`config.mk`:
```
export PLATFORM = sky130hd
export DESIGN_NAME = adcrc_top
export DESIGN_NICKNAME = d
export VERILOG_FILES = /design/src/hw/adcrc_pkg.sv /design/src/hw/adcrc_top.sv
export SDC_FILE = /design/constraint.sdc
export NUM_CORES = 1
export LEC_CHECK = 0
export ABC_AREA = 1
export BUFFER_PORTS_ARGS = -buffer_cell sky130_fd_sc_hd__clkbuf_2
export CAP_MARGIN = 15
export CORE_UTILIZATION = 40
export CTS_CLUSTER_SIZE = 10
export DETAILED_ROUTE_END_ITERATION = 12
export PLACE_DENSITY = 0.65
export SYNTH_ARGS = -nofsm -noshare
export SYNTH_HDL_FRONTEND = slang
export SYNTH_SLANG_ARGS = --single-unit
```
`constraint.sdc`:
```
create_clock -name clk_sys_i -period 2.2 [get_ports clk_sys_i]
set_clock_uncertainty 0.05 [all_clocks]
set_input_delay 0.11 -clock clk_sys_i [delete_from_list [all_inputs] [get_ports clk_sys_i]]
set_output_delay 0.11 -clock clk_sys_i [all_outputs]
set_load 0.03 [all_outputs]
```
`src/hw/adcrc_pkg.sv`:
```
// package: register map, fields and constants of the converter control block
package adcrc_pkg;
   localparam logic [3:0] ADDR_RES_HIGH = 4'h0;
   localparam logic [3:0] ADDR_RES_LOW = 4'h4;
   localparam logic [3:0] ADDR_CTRL0 = 4'h8;
   localparam logic [3:0] ADDR_CTRL1 = 4'hc;
   localparam logic [4:0] ADDR_BANDGAP = 5'h10;
   localparam logic [4:0] ADDR_IRQ_STAT = 5'h14;
   localparam logic [4:0] ADDR_IRQ_EN = 5'h18;
   localparam logic [4:0] ADDR_IRQ_CLR = 5'h1c;
   localparam int CTRL0_START = 7;
   localparam int CTRL0_BUSY = 6;
   localparam int CTRL0_EN = 5;
   localparam int CTRL0_JUST = 4;
   localparam int BANDGAP_EN = 3;
   localparam logic [7:0] CTRL0_RESET = 8'h00;
   localparam logic [7:0] CTRL1_RESET = 8'h00;
   localparam logic [9:0] RESULT_RESET = 10'h000;
   // converter clock count at which a conversion ends; a conversion takes 13 converter clocks
   localparam logic [3:0] CONV_CYCLES = 4'hc;
   localparam logic [6:0] DIV_RESET = 7'h00;
   typedef enum logic [2:0] {
      ADCRC_IDLE = 3'b001,
      ADCRC_CONV = 3'b010,
      ADCRC_DONE = 3'b100
   } adcrc_state_t;
   typedef struct packed {
      logic [3:0] ext_channel_select;
      logic [2:0] input_source_select;
      logic [1:0] reference_select;
      logic bandgap_on;
   } adcrc_analog_t;
endpackage

```
`src/hw/adcrc_top.sv`:
```
// converter register control: wishbone slave, start detect, result format
//
// Our own choices: register access over Wishbone and the placing of the registers.
`timescale 1ns/1ps
module adcrc_top (
   input wire logic clk_sys_i,
   input wire logic rst_n_i,
   input wire logic wb_cyc_i,
   input wire logic wb_stb_i,
   input wire logic wb_we_i,
   input wire logic [4:0] wb_adr_i,
   input wire logic [3:0] wb_sel_i,
   input wire logic [31:0] wb_dat_i,
   output logic [31:0] wb_dat_o,
   output logic wb_ack_o,
   input wire logic low_voltage_reset_en_i,
   input wire logic [9:0] conv_data_i,
   output logic conv_clk_en_o,
   output logic conv_power_o,
   output adcrc_pkg::adcrc_analog_t analog_sel_o,
   output logic [3:0] analog_pin_mask_o,
   output logic irq_o
);
   logic [7:0] ctrl0_q;
   logic [7:0] ctrl1_q;
   logic bg_en_q;
   logic start_prev_q;
   logic busy_q;
   logic [9:0] result_q;
   logic [6:0] div_cnt_q;
   logic [3:0] conv_cnt_q;
   logic irq_stat_q;
   logic irq_en_q;
   adcrc_pkg::adcrc_state_t state_q;
   logic wr_stb;
   logic ack_q;
   logic start_fall;
   logic tick;
   logic conv_done;
   logic clr_irq;
   logic [7:0] res_high;
   logic [7:0] res_low;

   function automatic logic [6:0] div_mask(input logic [2:0] code);
      div_mask = 7'((8'h01 << code) - 8'h01);
   endfunction

   // writes land on the edge where the master sees ack, not one earlier
   assign wr_stb = wb_cyc_i & wb_stb_i & wb_we_i & ack_q & wb_sel_i[0];
   assign start_fall = start_prev_q & ~ctrl0_q[adcrc_pkg::CTRL0_START];
   assign tick = (div_cnt_q & div_mask(ctrl1_q[2:0])) == 7'h00;
   assign conv_done = (state_q == adcrc_pkg::ADCRC_CONV) & tick &
                      (conv_cnt_q == adcrc_pkg::CONV_CYCLES);
   assign clr_irq = wr_stb & (wb_adr_i == adcrc_pkg::ADDR_IRQ_CLR) &
                    wb_dat_i[0];

   always_comb begin
      if (ctrl0_q[adcrc_pkg::CTRL0_JUST]) begin
         res_high = {6'h00, result_q[9:8]};
         res_low = result_q[7:0];
      end else begin
         res_high = result_q[9:2];
         res_low = {result_q[1:0], 6'h00};
      end
   end

   always_ff @(posedge clk_sys_i or negedge rst_n_i) begin
      if (!rst_n_i) begin
         ack_q <= 1'b0;
         wb_dat_o <= 32'h0000_0000;
      end else begin
         ack_q <= wb_cyc_i & wb_stb_i & ~ack_q;
         wb_dat_o <= 32'h0000_0000;
         if (wb_cyc_i & wb_stb_i & ~ack_q & ~wb_we_i) begin
            unique case (wb_adr_i)
               {1'b0, adcrc_pkg::ADDR_RES_HIGH}: wb_dat_o[7:0] <= res_high;
               {1'b0, adcrc_pkg::ADDR_RES_LOW}: wb_dat_o[7:0] <= res_low;
               {1'b0, adcrc_pkg::ADDR_CTRL0}: begin
                  wb_dat_o[7:0] <= ctrl0_q;
                  wb_dat_o[adcrc_pkg::CTRL0_BUSY] <= busy_q;
               end
               {1'b0, adcrc_pkg::ADDR_CTRL1}: wb_dat_o[7:0] <= ctrl1_q;
               adcrc_pkg::ADDR_BANDGAP:
                  wb_dat_o[adcrc_pkg::BANDGAP_EN] <= bg_en_q;
               adcrc_pkg::ADDR_IRQ_STAT: wb_dat_o[0] <= irq_stat_q;
               adcrc_pkg::ADDR_IRQ_EN: wb_dat_o[0] <= irq_en_q;
               default: wb_dat_o <= 32'h0000_0000;
            endcase
         end
      end
   end
   assign wb_ack_o = ack_q;

   always_ff @(posedge clk_sys_i or negedge rst_n_i) begin
      if (!rst_n_i) begin
         ctrl0_q <= adcrc_pkg::CTRL0_RESET;
         ctrl1_q <= adcrc_pkg::CTRL1_RESET;
         bg_en_q <= 1'b0;
         irq_en_q <= 1'b0;
      end else if (wr_stb) begin
         if (wb_adr_i == {1'b0, adcrc_pkg::ADDR_CTRL0})
            ctrl0_q <= wb_dat_i[7:0] & 8'hbf;
         if (wb_adr_i == {1'b0, adcrc_pkg::ADDR_CTRL1})
            ctrl1_q <= wb_dat_i[7:0];
         if (wb_adr_i == adcrc_pkg::ADDR_BANDGAP)
            bg_en_q <= wb_dat_i[adcrc_pkg::BANDGAP_EN];
         if (wb_adr_i == adcrc_pkg::ADDR_IRQ_EN)
            irq_en_q <= wb_dat_i[0];
      end
   end

   always_ff @(posedge clk_sys_i or negedge rst_n_i) begin
      if (!rst_n_i) begin
         start_prev_q <= 1'b0;
      end else begin
         start_prev_q <= ctrl0_q[adcrc_pkg::CTRL0_START];
      end
   end

   always_ff @(posedge clk_sys_i or negedge rst_n_i) begin
      if (!rst_n_i) begin
         div_cnt_q <= adcrc_pkg::DIV_RESET;
         conv_clk_en_o <= 1'b0;
      end else begin
         div_cnt_q <= div_cnt_q + 7'h01;
         conv_clk_en_o <= tick & (state_q == adcrc_pkg::ADCRC_CONV);
      end
   end

   always_ff @(posedge clk_sys_i or negedge rst_n_i) begin
      if (!rst_n_i) begin
         state_q <= adcrc_pkg::ADCRC_IDLE;
         busy_q <= 1'b0;
         conv_cnt_q <= 4'h0;
      end else if (!ctrl0_q[adcrc_pkg::CTRL0_EN]) begin
         // disable aborts; result is left as it was
         state_q <= adcrc_pkg::ADCRC_IDLE;
         busy_q <= 1'b0;
         conv_cnt_q <= 4'h0;
      end else begin
         unique case (state_q)
            adcrc_pkg::ADCRC_IDLE: if (start_fall) begin
               state_q <= adcrc_pkg::ADCRC_CONV;
               busy_q <= 1'b1;
               conv_cnt_q <= 4'h0;
            end
            adcrc_pkg::ADCRC_CONV: begin
               if (tick)
                  conv_cnt_q <= conv_cnt_q + 4'h1;
               if (conv_done) begin
                  state_q <= adcrc_pkg::ADCRC_DONE;
                  busy_q <= 1'b0;
               end
            end
            adcrc_pkg::ADCRC_DONE: state_q <= adcrc_pkg::ADCRC_IDLE;
            default: state_q <= adcrc_pkg::ADCRC_IDLE;
         endcase
      end
   end

   always_ff @(posedge clk_sys_i or negedge rst_n_i) begin
      if (!rst_n_i) begin
         result_q <= adcrc_pkg::RESULT_RESET;
      end else if (conv_done & ctrl0_q[adcrc_pkg::CTRL0_EN]) begin
         result_q <= conv_data_i;
      end
   end

   always_ff @(posedge clk_sys_i or negedge rst_n_i) begin
      if (!rst_n_i) begin
         irq_stat_q <= 1'b0;
         irq_o <= 1'b0;
      end else begin
         irq_stat_q <= (conv_done & ctrl0_q[adcrc_pkg::CTRL0_EN]) |
                       (irq_stat_q & ~clr_irq);
         irq_o <= irq_stat_q & irq_en_q;
      end
   end

   always_ff @(posedge clk_sys_i or negedge rst_n_i) begin
      if (!rst_n_i) begin
         conv_power_o <= 1'b0;
         analog_sel_o <= '0;
         analog_pin_mask_o <= 4'h0;
      end else begin
         conv_power_o <= ctrl0_q[adcrc_pkg::CTRL0_EN];
         analog_sel_o.ext_channel_select <= ctrl0_q[3:0];
         analog_sel_o.input_source_select <= ctrl1_q[7:5];
         analog_sel_o.reference_select <= ctrl1_q[4:3];
         analog_sel_o.bandgap_on <= bg_en_q | low_voltage_reset_en_i;
         analog_pin_mask_o <= 4'h0;
         if (ctrl0_q[3:2] == 2'b00 &&
             (ctrl1_q[7:5] == 3'b000 || ctrl1_q[7:5] > 3'b100))
            analog_pin_mask_o <= 4'(4'h1 << ctrl0_q[1:0]);
      end
   end

   property p_busy_set;
      @(posedge clk_sys_i) disable iff (!rst_n_i)
      (start_fall & ctrl0_q[5] & (state_q == adcrc_pkg::ADCRC_IDLE))
         |=> busy_q;
   endproperty
   a_busy_set: assert property (p_busy_set)
      else $error("busy not set after start");

   property p_busy_clr;
      @(posedge clk_sys_i) disable iff (!rst_n_i)
      conv_done |=> !busy_q;
   endproperty
   a_busy_clr: assert property (p_busy_clr)
      else $error("busy not cleared at end");

   property p_disable;
      @(posedge clk_sys_i) disable iff (!rst_n_i)
      !ctrl0_q[5] |=> !busy_q;
   endproperty
   a_disable: assert property (p_disable)
      else $error("busy while disabled");

   property p_hold;
      @(posedge clk_sys_i) disable iff (!rst_n_i)
      !ctrl0_q[5] |=> $stable(result_q);
   endproperty
   a_hold: assert property (p_hold)
      else $error("result changed while disabled");

   property p_just;
      @(posedge clk_sys_i) disable iff (!rst_n_i)
      ctrl0_q[4] |-> res_high[7:2] == 6'h00;
   endproperty
   a_just: assert property (p_just)
      else $error("unused high bits not zero");

   property p_irq;
      @(posedge clk_sys_i) disable iff (!rst_n_i)
      (conv_done & ctrl0_q[5]) |=> irq_stat_q;
   endproperty
   a_irq: assert property (p_irq)
      else $error("request flag not set");

   property p_bg;
      @(posedge clk_sys_i) disable iff (!rst_n_i)
      low_voltage_reset_en_i |=> analog_sel_o.bandgap_on;
   endproperty
   a_bg: assert property (p_bg)
      else $error("bandgap off with reset function");

   property p_tick;
      @(posedge clk_sys_i) disable iff (!rst_n_i)
      (ctrl1_q[2:0] == 3'b001 && $stable(ctrl1_q)) |-> tick != $past(tick);
   endproperty
   a_tick: assert property (p_tick)
      else $error("divide by two wrong");

   property p_start_only;
      @(posedge clk_sys_i) disable iff (!rst_n_i)
      $rose(busy_q) |-> $past(start_fall);
   endproperty
   a_start_only: assert property (p_start_only)
      else $error("busy rose without start sequence");

   property p_busy_ro;
      @(posedge clk_sys_i) disable iff (!rst_n_i)
      !ctrl0_q[adcrc_pkg::CTRL0_BUSY];
   endproperty
   a_busy_ro: assert property (p_busy_ro)
      else $error("busy position took a written value");

   property p_left;
      @(posedge clk_sys_i) disable iff (!rst_n_i)
      !ctrl0_q[4] |-> {res_high, res_low} == {result_q, 6'h00};
   endproperty
   a_left: assert property (p_left)
      else $error("left format wrong");

   property p_right;
      @(posedge clk_sys_i) disable iff (!rst_n_i)
      ctrl0_q[4] |-> {res_high, res_low} == {6'h00, result_q};
   endproperty
   a_right: assert property (p_right)
      else $error("right format wrong");

   property p_pad;
      @(posedge clk_sys_i) disable iff (!rst_n_i)
      !ctrl0_q[4] |-> res_low[5:0] == 6'h00;
   endproperty
   a_pad: assert property (p_pad)
      else $error("unused low bits not zero");

   property p_power;
      @(posedge clk_sys_i) disable iff (!rst_n_i)
      conv_power_o == $past(ctrl0_q[adcrc_pkg::CTRL0_EN]);
   endproperty
   a_power: assert property (p_power)
      else $error("converter power does not follow enable");

   property p_load;
      @(posedge clk_sys_i) disable iff (!rst_n_i)
      (conv_done & ctrl0_q[5]) |=> result_q == $past(conv_data_i);
   endproperty
   a_load: assert property (p_load)
      else $error("result not loaded at completion");

   property p_len;
      @(posedge clk_sys_i) disable iff (!rst_n_i)
      (state_q == adcrc_pkg::ADCRC_CONV) |->
         conv_cnt_q <= adcrc_pkg::CONV_CYCLES;
   endproperty
   a_len: assert property (p_len)
      else $error("conversion ran past its length");

   property p_clk_en;
      @(posedge clk_sys_i) disable iff (!rst_n_i)
      conv_clk_en_o |-> $past(state_q) == adcrc_pkg::ADCRC_CONV;
   endproperty
   a_clk_en: assert property (p_clk_en)
      else $error("converter clock outside conversion");

   property p_pin;
      @(posedge clk_sys_i) disable iff (!rst_n_i)
      (analog_pin_mask_o != 4'h0) |-> $onehot(analog_pin_mask_o) &&
         analog_sel_o.ext_channel_select[3:2] == 2'b00;
   endproperty
   a_pin: assert property (p_pin)
      else $error("pin claimed for a floating channel");

   property p_quarter;
      @(posedge clk_sys_i) disable iff (!rst_n_i)
      (analog_sel_o.input_source_select != 3'b000 &&
       analog_sel_o.input_source_select <= 3'b100) |->
         analog_pin_mask_o == 4'h0;
   endproperty
   a_quarter: assert property (p_quarter)
      else $error("pin claimed for an internal source");

   property p_bg_off;
      @(posedge clk_sys_i) disable iff (!rst_n_i)
      (!bg_en_q && !low_voltage_reset_en_i) |=>
         !analog_sel_o.bandgap_on;
   endproperty
   a_bg_off: assert property (p_bg_off)
      else $error("bandgap on with no request");

   property p_irq_out;
      @(posedge clk_sys_i) disable iff (!rst_n_i)
      irq_o == $past(irq_stat_q & irq_en_q);
   endproperty
   a_irq_out: assert property (p_irq_out)
      else $error("interrupt output does not follow status");

   c_conv: cover property (@(posedge clk_sys_i) conv_done);
   c_irq: cover property (@(posedge clk_sys_i) irq_o);
   c_abort: cover property (@(posedge clk_sys_i) busy_q ##1 !ctrl0_q[5]);
   c_right: cover property (@(posedge clk_sys_i) conv_done & ctrl0_q[4]);
   c_quarter: cover property (@(posedge clk_sys_i)
      analog_sel_o.input_source_select == 3'b100);
endmodule // adcrc_top

```
; Yosys cells after proc, flatten, opt, wreduce, memory -nomap -nowiden
; Index checks and enable logic that the tools add are counted.
; Widths: inputs -> output; s select.
[totals]
mem_bits_rw = 0
in_bits = 57
regBits = 94
mem_count = 0
out_inout_bits = 50
romBits = 0
latchBits = 0
[op_classes]
bitwise = 21
eq_ne = 14
div = 0
n_addsub = 3
order_cmp = 1
n_reduce_logical = 13
multipliers = 0
shift = 2
n_mux = 20
[ops]
columns = op, n
row1 = $mux 8, 3
row2 = $eq 5x5->1 const B, 4
row3 = $mux 4, 4
row4 = $pmux 4 s4, 1
row5 = $and 1x1->1, 14
row6 = $eq 5x4->1 const B, 2
row7 = $reduce_and 2->1, 5
row8 = $mux 3, 3
row9 = $ne 3x3->1 const B, 3
row10 = $pmux 2 s4, 1
row11 = $pmux 4 s2, 1
row12 = $add 7x1->7 const B, 1
row13 = $and 7x7->7, 1
row14 = $logic_not 7->1, 1
row15 = $shl 1x3->7 const A, 1
row16 = $sub 7x1->7 const B, 1
row17 = $pmux 1 s6, 1
row18 = $pmux 3 s2, 1
row19 = $reduce_and 3->1, 2
row20 = $eq 5x3->1 const B, 1
row21 = $logic_not 5->1, 1
row22 = $pmux 1 s5, 1
row23 = $add 4x1->4 const B, 1
row24 = $eq 4x4->1 const B, 1
row25 = other kinds (13), 19

; Depth between registers and ports, before layout
[logic_depth]
ltp_word = 9
mapped_depth = 15
mapped_depth_nobuf = 14

; Worst setup path before layout
; OpenSTA, ideal clock, no wires.
[synth_path]
path_type = register to register
start = register ctrl1_q[1]
end = register result_q[1]
path_buffers = 2
path_stages_with_launch = 15
t_required_ns = 2.029
arrival_time_ns = 1.837
slack_ns = 0.193
cell_sequence = dfrtp_1 -> buf_6 -> nor2_4 -> nand2_1 -> ha_1 -> inv_1 -> nand2_1 -> nand3_1 -> nor2_2 -> nand2_2 -> nor2_4 -> nand3_4 -> nor2_8 -> buf_12 -> o21ai_1
[synth_between]
elab_chain_cells = 7
[synth_rtl]
columns = item, line_no
row1 = "start, declared", adcrc_top.sv:25  ; logic [7:0] ctrl1_q;
row2 = "start signal, assigned", adcrc_top.sv:97  ; ctrl1_q <= adcrc_pkg::CTRL1_RESET;
row3 = "start signal, assigned", adcrc_top.sv:104  ; ctrl1_q <= wb_dat_i[7:0];
row4 = $shl 1x3->7, adcrc_top.sv:45  ; div_mask = 7'((8'h01 << code) - 8'h01);
row5 = $sub 7x1->7, adcrc_top.sv:45
row6 = $and 7x7->7, adcrc_top.sv:51  ; assign tick = (div_cnt_q & div_mask(ctrl1_q[2:0])) == 7'h00;
row7 = $logic_not 7->1, adcrc_top.sv:51
row8 = $and 1x1->1 (2 in series), adcrc_top.sv:52  ; assign conv_done = (state_q == adcrc_pkg::ADCRC_CONV) & tick &
row9 = $and 1x1->1, adcrc_top.sv:164  ; end else if (conv_done & ctrl0_q[adcrc_pkg::CTRL0_EN]) begin
row10 = "end signal, assigned", adcrc_top.sv:163  ; result_q <= adcrc_pkg::RESULT_RESET;
row11 = "end signal, assigned", adcrc_top.sv:165  ; result_q <= conv_data_i;
row12 = "end, declared", adcrc_top.sv:29  ; logic [9:0] result_q;
; Every way passes these cells.
; A chain may end at the register's enable or synchronous reset.

; Worst setup path after layout
[layout_path]
start = register ctrl1_q[1]
end = register conv_cnt_q[1]
[layout_between]
elab_chain_cells = 6
[layout_rtl]
columns = item, line_no
row1 = $shl 1x3->7, adcrc_top.sv:45
row2 = $sub 7x1->7, adcrc_top.sv:45
row3 = $and 7x7->7, adcrc_top.sv:51
row4 = $logic_not 7->1, adcrc_top.sv:51
row5 = $ne 3x3->1 (no source line), -
row6 = $reduce_and 3->1 (no source line), -
row7 = "end signal, assigned", adcrc_top.sv:149  ; conv_cnt_q <= conv_cnt_q + 4'h1;
row8 = "end, declared", adcrc_top.sv:31  ; logic [3:0] conv_cnt_q;
; Every way passes these cells.

==> metrics.csv <==
metric,value,unit
RSZ-0062 raised after global routing,yes,
critical path type,register to register,
fill cell count,753,
drc violations,0,
critical path required time,2.44,ns
PortBufs,55,
FP Rows,32,
Pwr Total,0.002439,W
first-pass GRT wire length,11370,um
Final setup viols,0,
total number of vias,2649,
PD cells,604.0,nW/um2
DP HPWL,4865,um
1st-iter DRT viols,124,
routed vias/inst,4.639,
worst vdd ir,264.2,uV
layout cells sized above 1,0.2154,
"slowest stage delay, CP",0.45,ns
drt wl/cell,11.95,um
CTS root buffer,clkbuf_8,
worst slew pin tran,0.5088,ns
sequential-to-total area share from yosys stat,0.5295,
Crit path max-delay family,simple AND/OR/NAND/NOR gates,
clock slew at reported path FFs,0.08,ns
Worst Setup Start Kind,register,
largest net degree at the start of global routing,71,
synth warn,0,
ANT nets after route,0,
post-synthesis register bit count,70,
DR pass1 iterations,4,
post-route setup TNS,0,ns
worst relative slew slack,0.6582,
Gate Count Post-Synth,376,
gpl congestion,0.8914,
Hold Fails Final Rpt,0,
Core Area,7848,um2
die height,92.98,um
H-tree levels,3,
Crit path top cell by count,nand3_1,
final non-filler cell total,571,
worst-path fanout max,6,
fin util,0.5145,
Register Area,1755,um2
Post-Syn Area,3311,um2
Tot GR Track Use,0.1721,
Avg Synthesized Cell Area,8.805,um2
multi-input logic area,1251,um2
Worst Setup End Kind,register,
crit path time final,2.045,ns
GRT overflow,0,
synthesis-to-finish area growth,21.96,%
Worst Hold Slack,0.004898,ns
max-slew violation count,0,
number of antenna violations at the first check in global routing,0,
maxcap violations,0,
# IOs,107,
part of the cycle the worst path needs,0.9294,
die width,92.98,um
Placed Cells,531,
CTS tree,done,
Worst Hold Class,input port to register,
Crit path arrival time,2.28,ns
number of diodes,0,
clock latency on the worst-skew pair,0.35,ns
leakage,2.027,nW
DIE AREA,8644,um2
WP buf/inv,3,
status,completed,
"Slowest-stage cell, CP",dfrtp_2,
vias in the first global route,2476,
Synth cell types,34,
CTS sink cnt,70,
Num CTS Buffers,9,
crit-path cells,"inv_1, nand3_1, ha_1, inv_1, nand2_1, nand3_1, nor2_2, nand2_2, nor2_4, nor2_1, nor2_2, buf_4, nand3_1, nand2_1",
Fmax,0.4891,GHz
fin nets,526,
Starting Density,0.4219,
Total Routed Length,6825,um
Max Buffers Root-to-Sink,2,
-- cell usage after synthesis (all sizes together) --
| cell type | n | area (um2) |
|---|---|---|
| nand2 | 97 | 381.6 |
| dfrtp | 69 | 1727 |
| inv | 43 | 161.4 |
| o21ai | 35 | 175.2 |
| nor2 | 29 | 147.6 |
| buf | 27 | 222.7 |
| nand3 | 22 | 122.6 |
| a21oi | 12 | 60.06 |
| nor3 | 7 | 35.03 |
| xor2 | 6 | 52.55 |
| a31oi | 5 | 31.28 |
| clkbuf | 4 | 15.01 |
| ha | 4 | 50.05 |
| nand4 | 3 | 18.77 |
| a41oi | 2 | 17.52 |
| o22ai | 2 | 12.51 |
| a211oi | 1 | 7.510 |
| a221oi | 1 | 8.760 |
| a22oi | 1 | 7.510 |
| a32oi | 1 | 8.760 |
| clkinv | 1 | 5.000 |
| conb | 1 | 3.750 |
| dfstp | 1 | 26.28 |
| nor4 | 1 | 6.260 |
| or2 | 1 | 6.260 |
-- worst paths after layout --
check                                            start  depth (start not counted)  slack, ns                        endpoint
worst max register to register  ctrl1_q[1]$_DFFE_PN0P_                         14       0.16       conv_cnt_q[1]$_DFFE_PN0P_
min in group asynchronous                      rst_n_i                          3       0.25  analog_pin_mask_o[0]$_DFF_PN0_
worst min register to register  ctrl1_q[6]$_DFFE_PN0P_                          0       0.33       analog_sel_o[4]$_DFF_PN0_
max in group asynchronous                      rst_n_i                          3       1.52          state_q[0]$_DFFE_PN1P_
worst min-delay path                       wb_dat_i[5]                          3      0.005          ctrl1_q[5]$_DFFE_PN0P_
worst max-delay path            ctrl1_q[1]$_DFFE_PN0P_                         14       0.16       conv_cnt_q[1]$_DFFE_PN0P_
-- state kept, by name, summed over array words and instances, names as in the netlist --
name and cells:
conv_cnt_q 4, busy_q 1, irq_en_q 1, irq_stat_q 1, conv_clk_en_o 1, conv_power_o 1, ctrl1_q 8, analog_pin_mask_o 4
ctrl0_q 7, div_cnt_q 7, result_q 10, state_q 3, irq_o 1, start_prev_q 1, wb_ack_o 1, bg_en_q 1
analog_sel_o 10, wb_dat_o 8
-- power breakdown --
part | total, W | switching [W] | leakage [nW] | internal, W
clock network | 0.000926 | 0.000486 | 0.0820 | 0.000439
registers | 0.00130 | 0.00000733 | 0.885 | 0.00130
logic | 0.000209 | 0.000142 | 1.06 | 0.0000665
-- tightest hold or removal path: stages --
cell      delay [ns]
clkbuf_2        0.08
inv_1           0.09
o21ai_0         0.09
-- layout make-up --
| cell class | instances | share of cell area |
|---|---|---|
| clock buffers | 11 | 0.03502 |
| clock inverters | 4 | 0.008057 |
| inverters | 44 | 0.04121 |
| multi-input cells | 255 | 0.3099 |
| flip-flops and latches | 70 | 0.4348 |
| well taps | 102 | 0.03161 |
| repair buffers | 85 | 0.1394 |
-- layout by cell type, fill, tap and decap left out, types with 10 or more instances in the layout --
cell / instances
nand2_1: 90
dlygate4sd3_1: 20
clkbuf_2: 54
nor2_1: 23
a21oi_1: 12
dfrtp_1: 67
clkbuf_8: 10
nand3_1: 21
inv_1: 41
o21ai_0: 32
conb_1: 24
-- through the flow --
step                instance area [um2]  worst slack, ns
global route                       4038         -0.02777
global placement                   3620          0.09723
detailed placement                 3620          0.06161
floorplan                          3397           0.1927
finish                             4038           0.1554
CTS                                3994          0.03853
-- kinds of logic after synthesis --
kind of cell,synth area share
DFF,0.5295
xor gates and xnor gates,0.01587
AOI/OAI and AO/OA,0.09940
adders and majority gates,0.01512
buffers and inverters,0.1221
other,0.001133
and+or+nand+nor,0.2169
-- routing by layer --
metal,share of wire,up-vias,track usage
li1,-,1339,-
met1,0.44,1215,0.2170
met2,0.48,83,0.2776
met3,0.060,12,0.04553
met4,0.019,0,0.07692
met5,0,-,0
-- timing repair --
action,in CTS,in global routing
hold buffers,20,0
endpoints found under the setup margin,0,14
resized for setup,0,3
setup buffers,0,4
endpoints found under the hold margin,90,0
No activity file was read; power rests on OpenSTA's default activity.
